[config.mk]
export PLATFORM = sky130hd
export DESIGN_NAME = dlm_map_top
export DESIGN_NICKNAME = d
export VERILOG_FILES = /design/src/dlm_pkg.sv /design/src/dlm_addr_if.sv /design/src/dlm_addr_split.sv /design/src/dlm_map_top.sv
export SDC_FILE = /design/constraint.sdc
export NUM_CORES = 1
export LEC_CHECK = 0
export BUFFER_PORTS_ARGS = -buffer_cell sky130_fd_sc_hd__buf_2
export CORE_ASPECT_RATIO = 2
export CORE_MARGIN = 8
export CORE_UTILIZATION = 51
export CTS_BUF_LIST = sky130_fd_sc_hd__clkbuf_8
export DETAILED_ROUTE_END_ITERATION = 16
export PLACE_DENSITY = 0.8
export SLEW_MARGIN = 40
export SYNTH_ARGS = -nofsm -noshare
export SYNTH_HDL_FRONTEND = slang
export SYNTH_HIERARCHICAL = 1
export SYNTH_SLANG_ARGS = --single-unit
[constraint.sdc]
create_clock -name CLK_SYS -period 5.95 [get_ports CLK_SYS]
set_clock_uncertainty 0.2 [all_clocks]
set_input_delay 0.595 -clock CLK_SYS [delete_from_list [all_inputs] [get_ports CLK_SYS]]
set_output_delay 0.595 -clock CLK_SYS [all_outputs]
set_load 0.005 [all_outputs]
[src/dlm_pkg.sv]
/*
 * Constants and types for the local address and byte-lane mapper.
 * Assumes one chip-select bit (two chips), a 13/2/10 row/bank/column
 * memory and a 16-bit memory data bus.
 */
`default_nettype none
package dlm_pkg;
    localparam int ROW_BITS       = 13;
    localparam int BANK_BITS      = 2;
    localparam int COL_BITS       = 10;
    localparam int CHIP_BITS      = 1;
    localparam int MEM_DQ_BITS    = 16;
    localparam int MEM_BYTES      = MEM_DQ_BITS / 8;
    localparam int FULL_RATIO     = 2;
    localparam int HALF_RATIO     = 4;
    localparam int LOC_DQ_BITS    = MEM_DQ_BITS * HALF_RATIO;
    localparam int LOC_BYTES      = LOC_DQ_BITS / 8;
    localparam int NORM_BITS      = CHIP_BITS + ROW_BITS + BANK_BITS + COL_BITS;
    localparam int ADDR_BITS_FULL = NORM_BITS - 1;
    localparam int ADDR_BITS_HALF = NORM_BITS - 2;
    // field positions inside the normalised memory address
    localparam int COL_LSB        = 0;
    localparam int BANK_LSB_IL    = COL_BITS;
    localparam int ROW_LSB_IL     = COL_BITS + BANK_BITS;
    localparam int ROW_LSB_HI     = COL_BITS;
    localparam int BANK_LSB_HI    = COL_BITS + ROW_BITS;
    localparam int CHIP_LSB       = ROW_BITS + BANK_BITS + COL_BITS;
    localparam logic [2:0] BEATS_FULL = 3'h2;
    localparam logic [2:0] BEATS_HALF = 3'h4;
    localparam logic [2:0] BEATS_NONE = 3'h0;
    localparam logic [2:0] BEATS_ONE  = 3'h1;
    typedef enum logic {DLM_MAP_BANK_IL, DLM_MAP_BANK_HI} dlm_map_t;
    typedef enum logic {DLM_ST_IDLE, DLM_ST_BEATS} dlm_state_t;
endpackage
`default_nettype wire

[src/dlm_addr_if.sv]
/*
 * Carrier between the mapper top and its address splitter.
 * Assumes both ends run on the same clock.
 */
`timescale 1ns/10ps
`default_nettype none
interface dlm_addr_if import dlm_pkg::*; ();
    logic                      load;
    logic                      half_rate;
    dlm_map_t                  map;
    logic [ADDR_BITS_FULL-1:0] addr;
    logic [CHIP_BITS-1:0]      chip;
    logic [ROW_BITS-1:0]       row;
    logic [BANK_BITS-1:0]      bank;
    logic [COL_BITS-1:0]       col;
    modport src   (output load, half_rate, map, addr, input chip, row, bank, col);
    modport split (input load, half_rate, map, addr, output chip, row, bank, col);
endinterface
`default_nettype wire

[src/dlm_addr_split.sv]
/*
 * Splits a local burst address into chip, row, bank and column fields.
 * Assumes load is a one-cycle pulse on the system clock.
 */
`timescale 1ns/10ps
`default_nettype none
module dlm_addr_split import dlm_pkg::*; (
    input wire logic     clk,  // system clock
    input wire logic     rst,  // async reset, active high
    dlm_addr_if.split    ai    // address request and fields
);
    logic [NORM_BITS-1:0] next_norm;

    // local word spans 2 or 4 memory words, so low column bits are zero
    always_comb begin
        if (ai.half_rate) begin
            next_norm = {ai.addr[ADDR_BITS_HALF-1:0], 2'b00};
        end else begin
            next_norm = {ai.addr, 1'b0};
        end
    end

    always_ff @(posedge clk or posedge rst) begin
        if (rst) begin
            ai.chip <= '0;
            ai.row  <= '0;
            ai.bank <= '0;
            ai.col  <= '0;
        end else if (ai.load) begin
            ai.chip <= next_norm[CHIP_LSB +: CHIP_BITS];
            ai.col  <= next_norm[COL_LSB +: COL_BITS];
            if (ai.map == DLM_MAP_BANK_HI) begin
                ai.row  <= next_norm[ROW_LSB_HI +: ROW_BITS];
                ai.bank <= next_norm[BANK_LSB_HI +: BANK_BITS];
            end else begin
                ai.row  <= next_norm[ROW_LSB_IL +: ROW_BITS];
                ai.bank <= next_norm[BANK_LSB_IL +: BANK_BITS];
            end
        end
    end

    chk_full_field_map: assert property (@(posedge clk) disable iff (rst)
        ai.load && !ai.half_rate && ai.map == DLM_MAP_BANK_IL |=>
        ai.row == $past(ai.addr[23:11]) && ai.bank == $past(ai.addr[10:9]) &&
        ai.col == {$past(ai.addr[8:0]), 1'b0})
        else $error("full-rate field split wrong");

    chk_half_field_map: assert property (@(posedge clk) disable iff (rst)
        ai.load && ai.half_rate && ai.map == DLM_MAP_BANK_IL |=>
        ai.row == $past(ai.addr[22:10]) && ai.bank == $past(ai.addr[9:8]) &&
        ai.col == {$past(ai.addr[7:0]), 2'b00})
        else $error("half-rate field split wrong");

    chk_chip_msb_field: assert property (@(posedge clk) disable iff (rst)
        ai.load |=> ai.chip == ($past(ai.half_rate) ? $past(ai.addr[23]) : $past(ai.addr[24])))
        else $error("chip select not taken from top address bit");

    chk_alt_bank_order: assert property (@(posedge clk) disable iff (rst)
        ai.load && !ai.half_rate && ai.map == DLM_MAP_BANK_HI |=>
        ai.bank == $past(ai.addr[23:22]) && ai.row == $past(ai.addr[21:9]))
        else $error("bank-high ordering wrong");
endmodule // dlm_addr_split
`default_nettype wire

[src/dlm_map_top.sv]
/*
 * Local-side address and byte-lane mapper for a DDR3 controller: splits
 * the burst start address and serialises write data and masks onto the
 * 16-bit memory lanes, one memory word per clock.
 * Assumes every input comes from user logic on CLK_SYS, and that the
 * consumer of the beat stream never stalls.
 */
`timescale 1ns/10ps
`default_nettype none
module dlm_map_top import dlm_pkg::*; (
    input  wire logic                      CLK_SYS,             // 10 MHz system clock
    input  wire logic                      SYS_RST,             // async reset, active high
    input  wire logic                      RATE_HALF,           // 1: half-rate, 0: full-rate
    input  wire logic                      MAP_BANK_HI,         // 1: bank above row
    input  wire logic                      REQ_VALID,           // request present
    input  wire logic                      REQ_WRITE,           // 1: write, 0: read
    output logic                           REQ_READY,           // request can be taken
    input  wire logic [ADDR_BITS_FULL-1:0] LOCAL_ADDR,          // burst start address
    input  wire logic [LOC_DQ_BITS-1:0]    WR_DATA,             // local write word
    input  wire logic [LOC_BYTES-1:0]      WR_BYTE_KEEP_HI,     // byte enables, high = write
    output logic                           CMD_VALID,           // fields below are new
    output logic                           CMD_WRITE,           // command is a write
    output logic [CHIP_BITS-1:0]           CMD_CHIP,            // chip select field
    output logic [ROW_BITS-1:0]            CMD_ROW,             // row field
    output logic [BANK_BITS-1:0]           CMD_BANK,            // bank field
    output logic [COL_BITS-1:0]            CMD_COL,             // column field
    output logic                           BEAT_VALID,          // memory word present
    output logic [MEM_DQ_BITS-1:0]         SDRAM_DQ_OUT,        // memory write word
    output logic [MEM_BYTES-1:0]           SDRAM_MASK_LINES_LO  // memory masks, high = skip
);
    dlm_addr_if                 ai ();
    dlm_state_t                 state;
    dlm_state_t                 next_state;
    logic                       take;
    logic [2:0]                 beats_left;
    logic [LOC_DQ_BITS-1:0]     data_sh;
    logic [LOC_BYTES-1:0]       mask_sh;
    logic [LOC_BYTES-1:0]       lane_mask;

    // requests are sampled on the same clock as the user logic, no sync
    assign take = REQ_VALID && REQ_READY;

    // one inverter per byte lane: keep high means mask low
    genvar b;
    generate
        for (b = 0; b < LOC_BYTES; b++) begin : g_lane
            assign lane_mask[b] = ~WR_BYTE_KEEP_HI[b];
        end
    endgenerate

    always_comb begin
        ai.load      = take;
        ai.half_rate = RATE_HALF;
        ai.map       = MAP_BANK_HI ? DLM_MAP_BANK_HI : DLM_MAP_BANK_IL;
        ai.addr      = LOCAL_ADDR;
    end

    dlm_addr_split u_split (
        .clk (CLK_SYS),
        .rst (SYS_RST),
        .ai  (ai.split)
    );

    assign CMD_CHIP = ai.chip;
    assign CMD_ROW  = ai.row;
    assign CMD_BANK = ai.bank;
    assign CMD_COL  = ai.col;

    always_ff @(posedge CLK_SYS or posedge SYS_RST) begin
        if (SYS_RST) begin
            CMD_VALID <= 1'b0;
            CMD_WRITE <= 1'b0;
        end else begin
            CMD_VALID <= take;
            if (take) begin
                CMD_WRITE <= REQ_WRITE;
            end
        end
    end

    always_comb begin
        next_state = state;
        case (state)
            DLM_ST_IDLE: begin
                if (take && REQ_WRITE) begin
                    next_state = DLM_ST_BEATS;
                end
            end
            DLM_ST_BEATS: begin
                if (beats_left == BEATS_ONE) begin
                    next_state = DLM_ST_IDLE;
                end
            end
            default: begin
                next_state = DLM_ST_IDLE;
            end
        endcase
    end

    always_ff @(posedge CLK_SYS or posedge SYS_RST) begin
        if (SYS_RST) begin
            state     <= DLM_ST_IDLE;
            REQ_READY <= 1'b1;
        end else begin
            state     <= next_state;
            REQ_READY <= (next_state == DLM_ST_IDLE);
        end
    end

    // the first beat leaves with the command; the rest follow from the shifter
    always_ff @(posedge CLK_SYS or posedge SYS_RST) begin
        if (SYS_RST) begin
            BEAT_VALID          <= 1'b0;
            SDRAM_DQ_OUT        <= '0;
            SDRAM_MASK_LINES_LO <= '1;
            data_sh             <= '0;
            mask_sh             <= '1;
            beats_left          <= BEATS_NONE;
        end else if (take) begin
            BEAT_VALID          <= REQ_WRITE;
            SDRAM_DQ_OUT        <= WR_DATA[MEM_DQ_BITS-1:0];
            SDRAM_MASK_LINES_LO <= lane_mask[MEM_BYTES-1:0];
            data_sh             <= {{MEM_DQ_BITS{1'b0}}, WR_DATA[LOC_DQ_BITS-1:MEM_DQ_BITS]};
            mask_sh             <= {{MEM_BYTES{1'b1}}, lane_mask[LOC_BYTES-1:MEM_BYTES]};
            if (!REQ_WRITE) begin
                beats_left <= BEATS_NONE;
            end else if (RATE_HALF) begin
                beats_left <= BEATS_HALF - BEATS_ONE;
            end else begin
                beats_left <= BEATS_FULL - BEATS_ONE;
            end
        end else if (beats_left != BEATS_NONE) begin
            BEAT_VALID          <= 1'b1;
            SDRAM_DQ_OUT        <= data_sh[MEM_DQ_BITS-1:0];
            SDRAM_MASK_LINES_LO <= mask_sh[MEM_BYTES-1:0];
            data_sh             <= {{MEM_DQ_BITS{1'b0}}, data_sh[LOC_DQ_BITS-1:MEM_DQ_BITS]};
            mask_sh             <= {{MEM_BYTES{1'b1}}, mask_sh[LOC_BYTES-1:MEM_BYTES]};
            beats_left          <= beats_left - BEATS_ONE;
        end else begin
            BEAT_VALID <= 1'b0;
        end
    end

    chk_mask_inverts_keep: assert property (@(posedge CLK_SYS) disable iff (SYS_RST)
        take && REQ_WRITE |=> SDRAM_MASK_LINES_LO == ~$past(WR_BYTE_KEEP_HI[1:0]))
        else $error("mask lines are not the inverse of byte keep");

    chk_low_half_first: assert property (@(posedge CLK_SYS) disable iff (SYS_RST)
        take && REQ_WRITE && !RATE_HALF |=> SDRAM_DQ_OUT == $past(WR_DATA[15:0])
        ##1 SDRAM_DQ_OUT == $past(WR_DATA[31:16], 2) &&
        SDRAM_MASK_LINES_LO == ~$past(WR_BYTE_KEEP_HI[3:2], 2))
        else $error("low half of local word not sent first");

    chk_full_two_beats: assert property (@(posedge CLK_SYS) disable iff (SYS_RST)
        take && REQ_WRITE && !RATE_HALF |=> BEAT_VALID && !REQ_READY ##1 BEAT_VALID && REQ_READY)
        else $error("full-rate write is not two memory words");

    chk_half_four_beats: assert property (@(posedge CLK_SYS) disable iff (SYS_RST)
        take && REQ_WRITE && RATE_HALF |=> (BEAT_VALID && !REQ_READY)[*3] ##1 (BEAT_VALID && REQ_READY))
        else $error("half-rate write is not four memory words");

    chk_half_last_word: assert property (@(posedge CLK_SYS) disable iff (SYS_RST)
        take && REQ_WRITE && RATE_HALF |-> ##4 SDRAM_DQ_OUT == $past(WR_DATA[63:48], 4))
        else $error("top quarter of half-rate word not sent last");

    chk_read_no_beats: assert property (@(posedge CLK_SYS) disable iff (SYS_RST)
        take && !REQ_WRITE |=> CMD_VALID && !CMD_WRITE && !BEAT_VALID && REQ_READY)
        else $error("read produced write data or stalled");

    // the field registers feed the command path directly, so they must not drift
    chk_cmd_after_take: assert property (@(posedge CLK_SYS) disable iff (SYS_RST)
        take |=> CMD_VALID && CMD_WRITE == $past(REQ_WRITE))
        else $error("command not issued the cycle after a take");

    chk_fields_hold: assert property (@(posedge CLK_SYS) disable iff (SYS_RST)
        !take |=> $stable(CMD_CHIP) && $stable(CMD_ROW) && $stable(CMD_BANK) && $stable(CMD_COL))
        else $error("address fields changed without a take");

    // no stall input downstream: a stray beat would land in memory
    chk_beats_stop: assert property (@(posedge CLK_SYS) disable iff (SYS_RST)
        REQ_READY && !take |=> !BEAT_VALID)
        else $error("memory word sent with no write pending");

    chk_idle_ready: assert property (@(posedge CLK_SYS) disable iff (SYS_RST)
        !BEAT_VALID |-> REQ_READY)
        else $error("request side stalled with no beats pending");

    chk_write_stalls: assert property (@(posedge CLK_SYS) disable iff (SYS_RST)
        take && REQ_WRITE |=> !REQ_READY)
        else $error("write did not hold off the next request");

    // first word rides with its command, so the consumer sees both together
    chk_beat_with_cmd: assert property (@(posedge CLK_SYS) disable iff (SYS_RST)
        CMD_VALID |-> BEAT_VALID == CMD_WRITE)
        else $error("first memory word not sent with its command");

    chk_beat_needs_write: assert property (@(posedge CLK_SYS) disable iff (SYS_RST)
        BEAT_VALID |-> CMD_WRITE)
        else $error("memory word sent for a read");

    // half rate spreads the keep bits one byte pair per word, lowest pair first;
    // a swapped pair would still pass the data checks above, hence masks here too
    chk_half_lane_order: assert property (@(posedge CLK_SYS) disable iff (SYS_RST)
        take && REQ_WRITE && RATE_HALF |=>
        SDRAM_DQ_OUT == $past(WR_DATA[15:0]) && SDRAM_MASK_LINES_LO == ~$past(WR_BYTE_KEEP_HI[1:0])
        ##1 SDRAM_DQ_OUT == $past(WR_DATA[31:16], 2) && SDRAM_MASK_LINES_LO == ~$past(WR_BYTE_KEEP_HI[3:2], 2)
        ##1 SDRAM_DQ_OUT == $past(WR_DATA[47:32], 3) && SDRAM_MASK_LINES_LO == ~$past(WR_BYTE_KEEP_HI[5:4], 3)
        ##1 SDRAM_MASK_LINES_LO == ~$past(WR_BYTE_KEEP_HI[7:6], 4))
        else $error("half-rate lanes or masks out of order");
endmodule // dlm_map_top
`default_nettype wire

==> results.toml <==
[status]
status = "finished clean"

[synthesis]
synth_nets = 578
netlist.area_leader.share_pct = 49.7
syn_avg_cell_area_um2 = 10.2
yosysTopAreaCell = "dfrtp_1"
synth.yosys.seq_area_share_pct = 54.6
synth_area_mm2 = 0.00483
synth_area_leaders = "dfrtp_1, nand2_1, mux2i_1"
ys_ff_latch = 105
ys_warn_count = 6
postSynthCellCount = 472
synth_cell_types = 34

[floorplanning]
start_util_pct = 51.8
core_area_mm2 = 0.00932
die_y_um = 154
die_w_um = 84.8
fp.dieArea_mm2 = 0.0130
rows = 50
boundaryPins = 151

[global_route]
antenna_found_initial = 0
grt_start_max_net_pins = 106
grt_pass1_vias = 3963
grt_use_total_pct = 18.5
grt_pass1_wl_um = 19300
grt-ovfl-total = 0

[cts]
post_cts_buffers = 0
ctsResizeCount = 0
holdBufCountCts = 0
cts_buffers = 9
htree_levels = 3
cts_root_buf = "clkbuf_8"
cts.sinks = 105
cts_tree = "yes"
clk_latency_ns = 0.36
max-clock-path-buffers = 2
clk_pin_slew_worst_paths_ns = 0.09

[placed_design]
numPortBuffers = 149
dpl.hpwl_um = 8620
gp_congestion = 0.863
place_inst = 691

[layout]
fill_cells = 815
nets = 704
antenna-diode-count = 0
area_delta_synth_final_pct = 17.0
fin_cells = 707
drive_gt1_share_pct = 31.2

[setup_path]
r2r_cells = 4
cp_data_required_time_ns = 6.01
cp.arrival_ns = 2.77
path_class = "register to register"
crit_path_start_kind = "register"
endpoint_kind = "register"
cp_max_fo = 105

[route]
drt_first_pass_iters = 5
drt-initial-drc-count = 202
drc = 0
drtAntennaViolNets = 0
wire_per_inst_um = 16.5
routed_via_density = 5.42
num_vias = 3834
drt-total-wl_um = 11700

[timing]
worst_pin_slew_ns = 0.716
hold_violations = 0
whs_ns = 0.0820
fmax_mhz = 369
layout_worst_path_cycle_share_pct = 45.6
post-route-min-period_ns = 2.71
finalSetupViolCount = 0
drv_slew = 0
setup_tns_ns = 0
relSlewSlack_pct = 52.2
rsz0062_at_grt = "no"

[hold_path]
min-delay-path-class = "input pin to async pin"

[power]
power.density_mw_per_mm2 = 478
ir_drop_mv = 0.260
power_leakage_nw = 2.79

[job]
drv_cap = 0
## worst max-delay path, cell delays in order, from the launching register on
cell,delay (ns)
dfstp_2,0.60
nand2_8,0.33
inv_4,0.61
nand2_1,0.46
o221ai_1,0.36
## final timing paths
check | from | end | slack, ns
worst min-delay path | SYS_RST | u_split/ai.col[6] | 0.08
worst min register to register | CMD_WRITE | CMD_WRITE | 0.30
max in group asynchronous | SYS_RST | beats_left[1] | 4.83
min in group CLK_SYS | WR_BYTE_KEEP_HI[7] | mask_sh[5] | 0.17
worst max-delay path | REQ_READY | u_split/ai.row[5] | 3.24
worst max register to register | REQ_READY | u_split/ai.row[5] | 3.24
## kinds of logic after synthesis
family	after synthesis	synth area share (%)
simple gates	186	16.1
flops	105	54.6
compound gates	96	13.9
buf+inv	43	6.76
mux	36	7.46
fa+ha+maj	3	0.777
xor+xnor	2	0.363
other cells	1	0.0776
## metrics by stage
step | utilization, % | power, mW | instance area [um2] | setup WS (ns)
global route | 60.6 | 2.93 | 5650 | 3.01
CTS | 60.6 | 2.73 | 5650 | 3.26
finish | 60.6 | 2.70 | 5650 | 3.24
global placement | 58.3 | 2.23 | 5440 | 2.60
floorplan | - | 2.01 | 4830 | 3.12
detailed placement | 58.5 | 2.30 | 5460 | 3.13
## power by group
part           leakage, nW  internal, mW  switching (mW)
registers             1.25          1.06           0.179
logic                 1.43         0.439           0.593
clock network        0.109         0.204           0.231
## cell usage in the layout (no fill, tap or decap), types with 2 or more instances in the layout
cell	instances
a22o_2	7
dfstp_2	9
dfrtp_1	96
buf_2	149
a31oi_1	48
o221ai_1	15
nor3_1	3
xnor2_1	2
nor2_1	60
nand2_1	100
a21oi_1	11
a22o_1	9
nand2b_1	16
o21ai_0	3
mux2i_1	36
inv_1	6
clkinv_2	2
clkbuf_8	10
ha_1	3
clkinv_4	2
## registers in the layout (all words and copies together) (netlist names)
signal,count
REQ_READY,1
SDRAM_DQ_OUT,16
CMD_VALID,1
SDRAM_MASK_LINES_LO,2
u_split/ai.col,9
u_split/ai.bank,2
state,1
BEAT_VALID,1
mask_sh,6
CMD_WRITE,1
u_split/ai.row,13
beats_left,3
data_sh,48
u_split/ai.chip,1
## cells in the mapped netlist, drive strengths merged
cell / count
o21a: 1
buf: 28
o21ai: 4
xnor2: 2
nand3: 1
nand2: 101
o31ai: 1
and2: 1
nor3: 3
dfstp: 9
clkbuf: 8
a31oi: 48
a22o: 16
nor2: 61
a21oi: 11
nand3b: 1
inv: 7
nor2b: 1
ha: 3
conb: 1
o221ai: 15
mux2i: 36
nand2b: 17
dfrtp: 96
## layer usage
layer / part of all wire (%) / track usage, %
met5: 0 / 0
met4: 2.1 / 8.30
met3: 6.9 / 5.18
met2: 51 / 31.6
met1: 40 / 20.7
## cell type report
type / instances / area (um2) / area share, %
inverters: 7 / 30.0 / 0.531
clock buffers: 10 / 138 / 2.43
multi-input cells: 324 / 1890 / 33.5
flip-flops and latches: 105 / 2640 / 46.7
clock inverters: 6 / 60.1 / 1.06
repair buffers: 151 / 764 / 13.5
well taps: 104 / 130 / 2.30
(Power assumes the default switching activity.)
